<file path="src/logic/pie_pkg.sv">
// Constants and register layout of the peripheral interrupt enable bank.
// Assumes a single 100 MHz clock domain and an AXI4-Lite master on the register side.
// Operation
// Enable bank is 32-bit RW at 14h
// Endpoints 1-7 TX/RX enables, bits 12-25
// Bit 11 gates control IN interrupts
// Bit 10 gates control OUT interrupts
// Bit 8 gates setup packet interrupt
// Bit 7 gates supply polarity change
// Bit 6 gates DMA status change
// Bit 5 gates high-speed status change
// Bit 4 gates resume detection interrupt
// Bit 3 gates suspend detection interrupt
// Bit 2 gates pseudo frame interrupt
// Bit 1 gates frame start interrupt
// Bit 0 gates bus reset interrupt
// Software writes unused bits as zero
// Bus reset clears all enables except bit 0
// Global enable suppresses every interrupt; here it only blocks new events, and status already latched still drives IRQ
// Power-on clears; forward only enabled events
package pie_pkg;

  // Register byte offsets
  localparam logic [7:0]  OFS_MODE    = 8'h0C; // Global enable register
  localparam logic [7:0]  OFS_ENABLE  = 8'h14; // Enable bank
  localparam logic [7:0]  OFS_STATUS  = 8'h18; // Sticky status, clear on read
  localparam logic [7:0]  OFS_MASK    = 8'h1C; // Output mask

  // Field positions
  localparam int          BIT_BUS_RST = 0;     // Bus reset enable
  localparam int          BIT_FRAME   = 1;     // Frame start enable
  localparam int          BIT_PSOF    = 2;     // Pseudo frame enable
  localparam int          BIT_SUSP    = 3;     // Suspend enable
  localparam int          BIT_RESUME  = 4;     // Resume enable
  localparam int          BIT_SPEED   = 5;     // Speed change enable
  localparam int          BIT_DMA     = 6;     // DMA change enable
  localparam int          BIT_SUPPLY  = 7;     // Supply sense enable
  localparam int          BIT_SETUP   = 8;     // Setup packet enable
  localparam int          BIT_CTL_OUT = 10;    // Control OUT enable
  localparam int          BIT_CTL_IN  = 11;    // Control IN enable
  localparam int          BIT_EP_BASE = 12;    // Endpoint 1 RX; TX one above
  localparam int          BIT_GLOBAL  = 0;     // Global enable in mode register

  // Writable bits: 31..26 and 9 are unused
  localparam logic [31:0] ENABLE_WMASK = 32'h03FF_FDFF;
  // Bits that survive a USB bus reset
  localparam logic [31:0] BUS_RST_KEEP = 32'h0000_0001;
  // Reset values
  localparam logic [31:0] ENABLE_RST   = 32'h0000_0000;
  localparam logic [31:0] MASK_RST     = 32'hFFFF_FFFF;

  // AXI responses
  localparam logic [1:0]  RESP_OKAY    = 2'h0;
  localparam logic [1:0]  RESP_SLVERR  = 2'h2;

endpackage : pie_pkg

</file>
<file path="src/logic/pie_evt_if.sv">
// Event path between the enable bank and its gating stage.
// Assumes both ends run on the same clock.
`timescale 1ns/100ps
interface pie_evt_if;
  logic [31:0] raw;     // Source event pulses
  logic [31:0] enable;  // Per-source enables
  logic        global_irq_en; // Global enable
  logic [31:0] gated;   // Forwarded requests

  modport bank (output raw, output enable, output global_irq_en, input gated);
  modport gate (input raw, input enable, input global_irq_en, output gated);
endinterface : pie_evt_if

</file>
<file path="src/logic/pie_gate.sv">
// Gating stage: forwards a source event only when enabled.
// Assumes events are same-clock pulses from the core.
`timescale 1ns/100ps
module pie_gate (
  // Clock and reset
  input  wire logic CLOCK,
  input  wire logic SYS_RST,
  // Event path
  pie_evt_if.gate   evt
);

  typedef struct packed {
    logic [31:0] gated; // Registered requests
  } pie_gate_s;

  pie_gate_s st_q;  // State
  pie_gate_s st_d;  // Next state

  // Enable bit and global enable must both be set
  always_comb begin
    st_d       = st_q;
    st_d.gated = evt.global_irq_en ? (evt.raw & evt.enable) : 32'h0000_0000;
  end

  // Register the requests
  always_ff @(posedge CLOCK) begin
    if (SYS_RST) begin
      st_q <= '0;
    end else begin
      st_q <= st_d;
    end
  end

  assign evt.gated = st_q.gated;

endmodule : pie_gate

</file>
<file path="src/logic/pie_top.sv">
// Peripheral interrupt enable bank with AXI4-Lite register access.
// Assumes event inputs are single-cycle pulses on CLOCK.
`timescale 1ns/100ps
module pie_top (
  // Clock and reset
  input  wire logic        CLOCK,
  input  wire logic        SYS_RST,
  // Endpoint events, bit n = endpoint n
  input  wire logic [7:0]  EP_TX_EVT,
  input  wire logic [7:0]  EP_RX_EVT,
  // Link events
  input  wire logic        SETUP_EVT,
  input  wire logic        SUPPLY_EVT,
  input  wire logic        DMA_EVT,
  input  wire logic        SPEED_EVT,
  input  wire logic        RESUME_EVT,
  input  wire logic        SUSPEND_EVT,
  input  wire logic        PSOF_EVT,
  input  wire logic        FRAME_EVT,
  input  wire logic        BUS_RST_EVT,
  // AXI4-Lite write
  input  wire logic [7:0]  S_AXI_AWADDR,
  input  wire logic        S_AXI_AWVALID,
  output logic             S_AXI_AWREADY,
  input  wire logic [31:0] S_AXI_WDATA,
  input  wire logic [3:0]  S_AXI_WSTRB,
  input  wire logic        S_AXI_WVALID,
  output logic             S_AXI_WREADY,
  output logic [1:0]       S_AXI_BRESP,
  output logic             S_AXI_BVALID,
  input  wire logic        S_AXI_BREADY,
  // AXI4-Lite read
  input  wire logic [7:0]  S_AXI_ARADDR,
  input  wire logic        S_AXI_ARVALID,
  output logic             S_AXI_ARREADY,
  output logic [31:0]      S_AXI_RDATA,
  output logic [1:0]       S_AXI_RRESP,
  output logic             S_AXI_RVALID,
  input  wire logic        S_AXI_RREADY,
  // Interrupt request
  output logic             IRQ
);

  ////////////////////////////////////////////////////////////////////////////
  // State

  typedef struct packed {
    logic        aw_full;  // Write address held
    logic [7:0]  aw_addr;  // Held write address
    logic        w_full;   // Write data held
    logic [31:0] w_data;   // Held write data
    logic [3:0]  w_strb;   // Held strobes
    logic        bvalid;   // Write response pending
    logic [1:0]  bresp;    // Write response code
    logic        rvalid;   // Read data pending
    logic [31:0] rdata;    // Read data
    logic [1:0]  rresp;    // Read response code
    logic [31:0] enable;   // Enable bank
    logic        global_irq_en; // Global enable
    logic        aw_rdy;   // Address channel open
    logic        w_rdy;    // Data channel open
    logic        ar_rdy;   // Read address channel open
    logic [31:0] status;   // Sticky forwarded events
    logic [31:0] mask;     // Interrupt output mask
    logic        irq;      // Registered interrupt
  } pie_top_s;

  pie_top_s    st_q;       // State
  pie_top_s    st_d;       // Next state
  logic [31:0] raw_evt;    // Events in bank layout

  pie_evt_if   evt ();     // Path to gating stage

  ////////////////////////////////////////////////////////////////////////////
  // Event layout

  // Endpoints 1..7 pair up RX below TX
  genvar g;
  generate
    for (g = 1; g < 8; g++) begin : g_ep
      assign raw_evt[pie_pkg::BIT_EP_BASE + 2*(g-1)]     = EP_RX_EVT[g];
      assign raw_evt[pie_pkg::BIT_EP_BASE + 2*(g-1) + 1] = EP_TX_EVT[g];
    end
  endgenerate

  // Fixed sources at their enable positions
  assign raw_evt[pie_pkg::BIT_CTL_IN]  = EP_TX_EVT[0];
  assign raw_evt[pie_pkg::BIT_CTL_OUT] = EP_RX_EVT[0];
  assign raw_evt[pie_pkg::BIT_SETUP]   = SETUP_EVT;
  assign raw_evt[pie_pkg::BIT_SUPPLY]  = SUPPLY_EVT;
  assign raw_evt[pie_pkg::BIT_DMA]     = DMA_EVT;
  assign raw_evt[pie_pkg::BIT_SPEED]   = SPEED_EVT;
  assign raw_evt[pie_pkg::BIT_RESUME]  = RESUME_EVT;
  assign raw_evt[pie_pkg::BIT_SUSP]    = SUSPEND_EVT;
  assign raw_evt[pie_pkg::BIT_PSOF]    = PSOF_EVT;
  assign raw_evt[pie_pkg::BIT_FRAME]   = FRAME_EVT;
  assign raw_evt[pie_pkg::BIT_BUS_RST] = BUS_RST_EVT;
  // Unused positions never fire
  assign raw_evt[9]     = 1'b0;
  assign raw_evt[31:26] = 6'h00;

  // Feed the gating stage
  assign evt.raw    = raw_evt;
  assign evt.enable = st_q.enable;
  assign evt.global_irq_en = st_q.global_irq_en;

  pie_gate u_gate (
    .CLOCK   (CLOCK),
    .SYS_RST (SYS_RST),
    .evt     (evt)
  );

  ////////////////////////////////////////////////////////////////////////////
  // Next state

  always_comb begin
    logic        do_wr;    // Write commits this cycle
    logic [31:0] wmask;    // Byte-lane mask
    logic [31:0] wval;     // Merged write value
    logic        clr_stat; // Status read clears
    do_wr    = 1'b0;
    wmask    = 32'h0000_0000;
    wval     = 32'h0000_0000;
    clr_stat = 1'b0;
    st_d     = st_q;

    // Capture write address and data in either order
    if (S_AXI_AWVALID && !st_q.aw_full) begin
      st_d.aw_full = 1'b1;
      st_d.aw_addr = S_AXI_AWADDR;
    end
    if (S_AXI_WVALID && !st_q.w_full) begin
      st_d.w_full = 1'b1;
      st_d.w_data = S_AXI_WDATA;
      st_d.w_strb = S_AXI_WSTRB;
    end

    // Response released
    if (st_q.bvalid && S_AXI_BREADY) begin
      st_d.bvalid = 1'b0;
    end

    // Commit once both halves are held and no response is pending
    if (st_q.aw_full && st_q.w_full && !st_q.bvalid) begin
      do_wr        = 1'b1;
      st_d.aw_full = 1'b0;
      st_d.w_full  = 1'b0;
      st_d.bvalid  = 1'b1;
      st_d.bresp   = pie_pkg::RESP_OKAY;
      for (int i = 0; i < 4; i++) begin
        wmask[8*i +: 8] = {8{st_q.w_strb[i]}};
      end
    end

    if (do_wr) begin
      unique case (st_q.aw_addr)
        pie_pkg::OFS_ENABLE: begin
          // Unused bits stay zero regardless of software
          wval        = (st_q.enable & ~wmask) | (st_q.w_data & wmask);
          st_d.enable = wval & pie_pkg::ENABLE_WMASK;
        end
        pie_pkg::OFS_MODE: begin
          if (st_q.w_strb[0]) begin
            st_d.global_irq_en = st_q.w_data[pie_pkg::BIT_GLOBAL];
          end
        end
        pie_pkg::OFS_MASK: begin
          st_d.mask = (st_q.mask & ~wmask) | (st_q.w_data & wmask);
        end
        pie_pkg::OFS_STATUS: begin
          // Status clears only by reading; writes ignored
        end
        default: begin
          st_d.bresp = pie_pkg::RESP_SLVERR;
        end
      endcase
    end

    // Read path, one outstanding
    if (st_q.rvalid && S_AXI_RREADY) begin
      st_d.rvalid = 1'b0;
    end
    if (S_AXI_ARVALID && !st_q.rvalid) begin
      st_d.rvalid = 1'b1;
      st_d.rresp  = pie_pkg::RESP_OKAY;
      unique case (S_AXI_ARADDR)
        pie_pkg::OFS_ENABLE: st_d.rdata = st_q.enable;
        pie_pkg::OFS_MODE:   st_d.rdata = {31'h0000_0000, st_q.global_irq_en};
        pie_pkg::OFS_STATUS: begin
          st_d.rdata = st_q.status;
          clr_stat   = 1'b1;
        end
        pie_pkg::OFS_MASK:   st_d.rdata = st_q.mask;
        default: begin
          st_d.rdata = 32'h0000_0000;
          st_d.rresp = pie_pkg::RESP_SLVERR;
        end
      endcase
    end

    // A USB bus reset wipes every enable except its own; wins over a write
    if (BUS_RST_EVT) begin
      st_d.enable = st_d.enable & pie_pkg::BUS_RST_KEEP;
    end

    // Sticky status: new event wins over the read clear
    st_d.status = (clr_stat ? 32'h0000_0000 : st_q.status) | evt.gated;

    // Level output while any unmasked status bit stands
    st_d.irq = |(st_d.status & st_d.mask);

    // Readies as flops, in step with the hold flags they mirror
    st_d.aw_rdy = !st_d.aw_full;
    st_d.w_rdy  = !st_d.w_full;
    st_d.ar_rdy = !st_d.rvalid;
  end

  ////////////////////////////////////////////////////////////////////////////
  // Registers

  // Power-on clears everything but the mask and the three readies
  always_ff @(posedge CLOCK) begin
    if (SYS_RST) begin
      st_q        <= '0;
      st_q.enable <= pie_pkg::ENABLE_RST;
      st_q.mask   <= pie_pkg::MASK_RST;
      st_q.aw_rdy <= 1'b1;
      st_q.w_rdy  <= 1'b1;
      st_q.ar_rdy <= 1'b1;
    end else begin
      st_q <= st_d;
    end
  end

  ////////////////////////////////////////////////////////////////////////////
  // Outputs straight from flip-flops

  assign S_AXI_AWREADY = st_q.aw_rdy;
  assign S_AXI_WREADY  = st_q.w_rdy;
  assign S_AXI_BVALID  = st_q.bvalid;
  assign S_AXI_BRESP   = st_q.bresp;
  assign S_AXI_ARREADY = st_q.ar_rdy;
  assign S_AXI_RVALID  = st_q.rvalid;
  assign S_AXI_RDATA   = st_q.rdata;
  assign S_AXI_RRESP   = st_q.rresp;
  assign IRQ           = st_q.irq;

endmodule : pie_top

</file>
<file path="config.mk">
export PLATFORM = sky130hd
export DESIGN_NAME = pie_top
export DESIGN_NICKNAME = d
export VERILOG_FILES = /design/src/logic/pie_pkg.sv /design/src/logic/pie_evt_if.sv /design/src/logic/pie_gate.sv /design/src/logic/pie_top.sv
export SDC_FILE = /design/constraint.sdc
export NUM_CORES = 1
export LEC_CHECK = 0
export BUFFER_PORTS_ARGS = -buffer_cell sky130_fd_sc_hd__buf_2
export CAP_MARGIN = 10
export CELL_PAD_IN_SITES_DETAIL_PLACEMENT = 0
export CELL_PAD_IN_SITES_GLOBAL_PLACEMENT = 2
export CORE_ASPECT_RATIO = 2
export CORE_UTILIZATION = 34
export CTS_CLUSTER_SIZE = 8
export DETAILED_ROUTE_END_ITERATION = 12
export PLACE_DENSITY_LB_ADDON = 0.1
export SETUP_SLACK_MARGIN = 0.3
export SYNTH_ARGS = -nofsm -noshare
export SYNTH_HDL_FRONTEND = slang
export SYNTH_SLANG_ARGS = --single-unit
</file>
<file path="constraint.sdc">
create_clock -name CLOCK -period 2.1 [get_ports CLOCK]
set_input_delay 0.42 -clock CLOCK [delete_from_list [all_inputs] [get_ports CLOCK]]
set_output_delay 0.42 -clock CLOCK [all_outputs]
set_load 0.01 [all_outputs]
</file>
==> out/metrics.yaml <==
crit_required_ns: 2.51
io_pins: 126
synth-seq-area-share: 0.512
first_iter_violations: 191
cp.arrival_ns: 2.57
die-area_um2: 23900
grt_util_all_layers: 0.209
end_kind: "flip-flop"
grt_max_degree: 98
area_growth_pct: 31.1
cts_buffer_depth: 3
synth_area_um2: 7900
hold_path.class: "in2reg"
cp.buffers_inverters: 5
grt_pass1_wl_mm: 37.3
htree_levels: 1
drv_slew: 0
routed_via_density: 5.14
drc_errors: 0
yosysWarnings: 0
synth_edf_count: 0
drt_wl_total_mm: 24.4
die_w_um: 110
critPathMaxFanout: 8
syn_inst: 868
grt_pass1_vias: 6900
synth_compound_area_frac: 0.121
final.period_utilization: 1.03
cap_violations: 0
hold_viol_final: 0
ant_nets: 0
numCtsBuffers: 29
holdBufCountCts: 0
outcome: "complete, but fails checks"
syn_nets: 952
cpPeakStageDelay_ns: 0.33
clock_skew_ns: 0.0100
root_buffer: "clkbuf_16"
fin_ws_ns: -0.0569
antenna_cells: 0
ys_ff_latch: 202
final_cell_mix: "dfxtp_1 (199), buf_2 (123), nor2_1 (99)"
synth_top_family_by_area: "simple AND/OR/NAND/NOR gates"
gp_congestion: 0.800
setup-violations-final: 26
row_count: 78
first_pass_iters: 5
cts.reportedPaths.clkPinSlew_ns: 0.05
avgRoutedWirePerCell_um: 19.1
die_h_um: 218
core-area_um2: 22700
ys_types: 42
synth_fa_ha_area_frac: 0.00253
crit_chain: "nor4_4 -> buf_4 -> buf_4 -> buf_6 -> nand4b_1 -> nor3b_4 -> buf_12 -> nand2_4 -> buf_12 -> nand2_2 -> a21oi_1"
power_density_nw_per_um2: 824
final_cell_count_no_fill: 1282
cts_tree: "done"
clk_latency_ns: 0.54
start_kind: "flip-flop"
dp_cells: 1240
postLayoutCoreUtil: 0.456
grt-ovfl-total: 0
p_leak_uw: 0.00438
dp_hpwl_mm: 17.2
period_minus_slack_ns: 2.16
rsz0062_at_grt: "yes"
vias: 6585
place_ws_ns: -0.371
synth.avg_cell_area_um2: 9.10
antenna_found_initial: 1
crit_slowest_cell: "dfxtp_2"
path_class: "reg2reg"
portBuffers: 124
timing.fmax_mhz: 464
ys_async_sr_fraction: 0
synth.area.mux_share: 0.0901
violations: "setup timing"
yosys.area_share.simple: 0.205
cp_top_family: "simple AND/OR/NAND/NOR gates"
final_common_cell: "dfxtp_1"
synth-xor-area-share: 0
nets: 1085
drive_above_1_share: 0.352
synth_ff_type: "dfxtp_1"
cts.sinks: 202
ir_worst_vdd_uv: 585
start_util: 0.348
[cell families after synthesis]
kind of cell,after synthesis
AND/OR/NAND/NOR,331
flip-flops,202
AO/OA/AOI/OAI,165
buffers and inverters,99
multiplexers,68
adder cells (fa/ha/maj),2
other,1
[synth_stat cells (all sizes together), types with 4 or more instances]
master | n | area, um^2
clkbuf | 45 | 170
or2b | 14 | 105
nand4b | 6 | 52.6
a22oi | 24 | 180
o22ai | 16 | 100
nor2b | 5 | 31.3
and2 | 8 | 50.1
mux2i | 43 | 430
nor2 | 100 | 375
o21ai | 4 | 20.0
dfxtp | 202 | 4040
a21oi | 110 | 551
nand3 | 24 | 120
mux2 | 25 | 282
inv | 4 | 15.0
and4 | 4 | 35.0
a222oi | 7 | 70.1
nand2 | 110 | 413
nor4 | 5 | 46.3
and3 | 25 | 156
nand2b | 20 | 125
buf | 50 | 360
[power by group]
part / switching, uW / internal [uW] / leakage [uW]
clock network: 1620 / 2410 / 0.000363
logic: 300 / 229 / 0.00238
registers: 70.3 / 3910 / 0.00164
total: 1990 / 6550 / 0.00438
[final timing paths]
path	endpoint	cells after the start	slack, ns	startpoint
max	flip-flop	11	-0.06	st_q[182]$_SDFFE_PP0P_
min	u_gate.evt.gated[20]$_SDFF_PP0_	2	0.11	EP_RX_EVT[5]
max reg2reg	flip-flop	11	-0.06	st_q[182]$_SDFFE_PP0P_
min reg2reg	S_AXI_BRESP[0]$_SDFF_PP0_	1	0.45	S_AXI_BRESP[0]$_SDFF_PP0_
[worst register-to-register path, cell delays in order (launching register included)]
cell and delay, ns:
dfxtp_2 0.33, nor4_4 0.31, buf_4 0.18, buf_4 0.10, buf_6 0.08, nand4b_1 0.17
nor3b_4 0.33, buf_12 0.20, nand2_4 0.07, buf_12 0.15, nand2_2 0.06, a21oi_1 0.05
[through the flow]
step	power, uW	setup TNS, ns	hold slack (ns)	area, um^2
after floorplan	4300	0	0.424	8000
after detailed placement	4550	-1.01	0.441	8960
after CTS	8630	-0.128	0.0923	10000
final	8540	-0.986	0.112	10400
after global routing	8850	-3.31	0.103	10400
after global placement	4550	-0.317	0.440	8960
[layout make-up]
cell class / instances / area (um^2)
multi-input cells: 567 / 3840
inverters: 4 / 15.0
clock buffers: 30 / 729
repair buffers: 197 / 1360
fillers: 2267 / 12400
flip-flops and latches: 202 / 4050
well taps: 280 / 350
clock inverters: 2 / 16.3
[timing repair]
item / in CTS / in global routing
endpoints found under the setup margin: 31 / 42
pin swaps: 13 / 19
buffers inserted: 5 / 3
gates cloned: 2 / 0
gates resized for setup: 58 / 62
[per-layer routing]
metal / GRT usage / routed length (um)
met1: 0.217 / 9000
met5: 0 / 8
met4: 0.0818 / 716
met2: 0.400 / 13500
met3: 0.0335 / 1220
(Power assumes the default switching activity.)
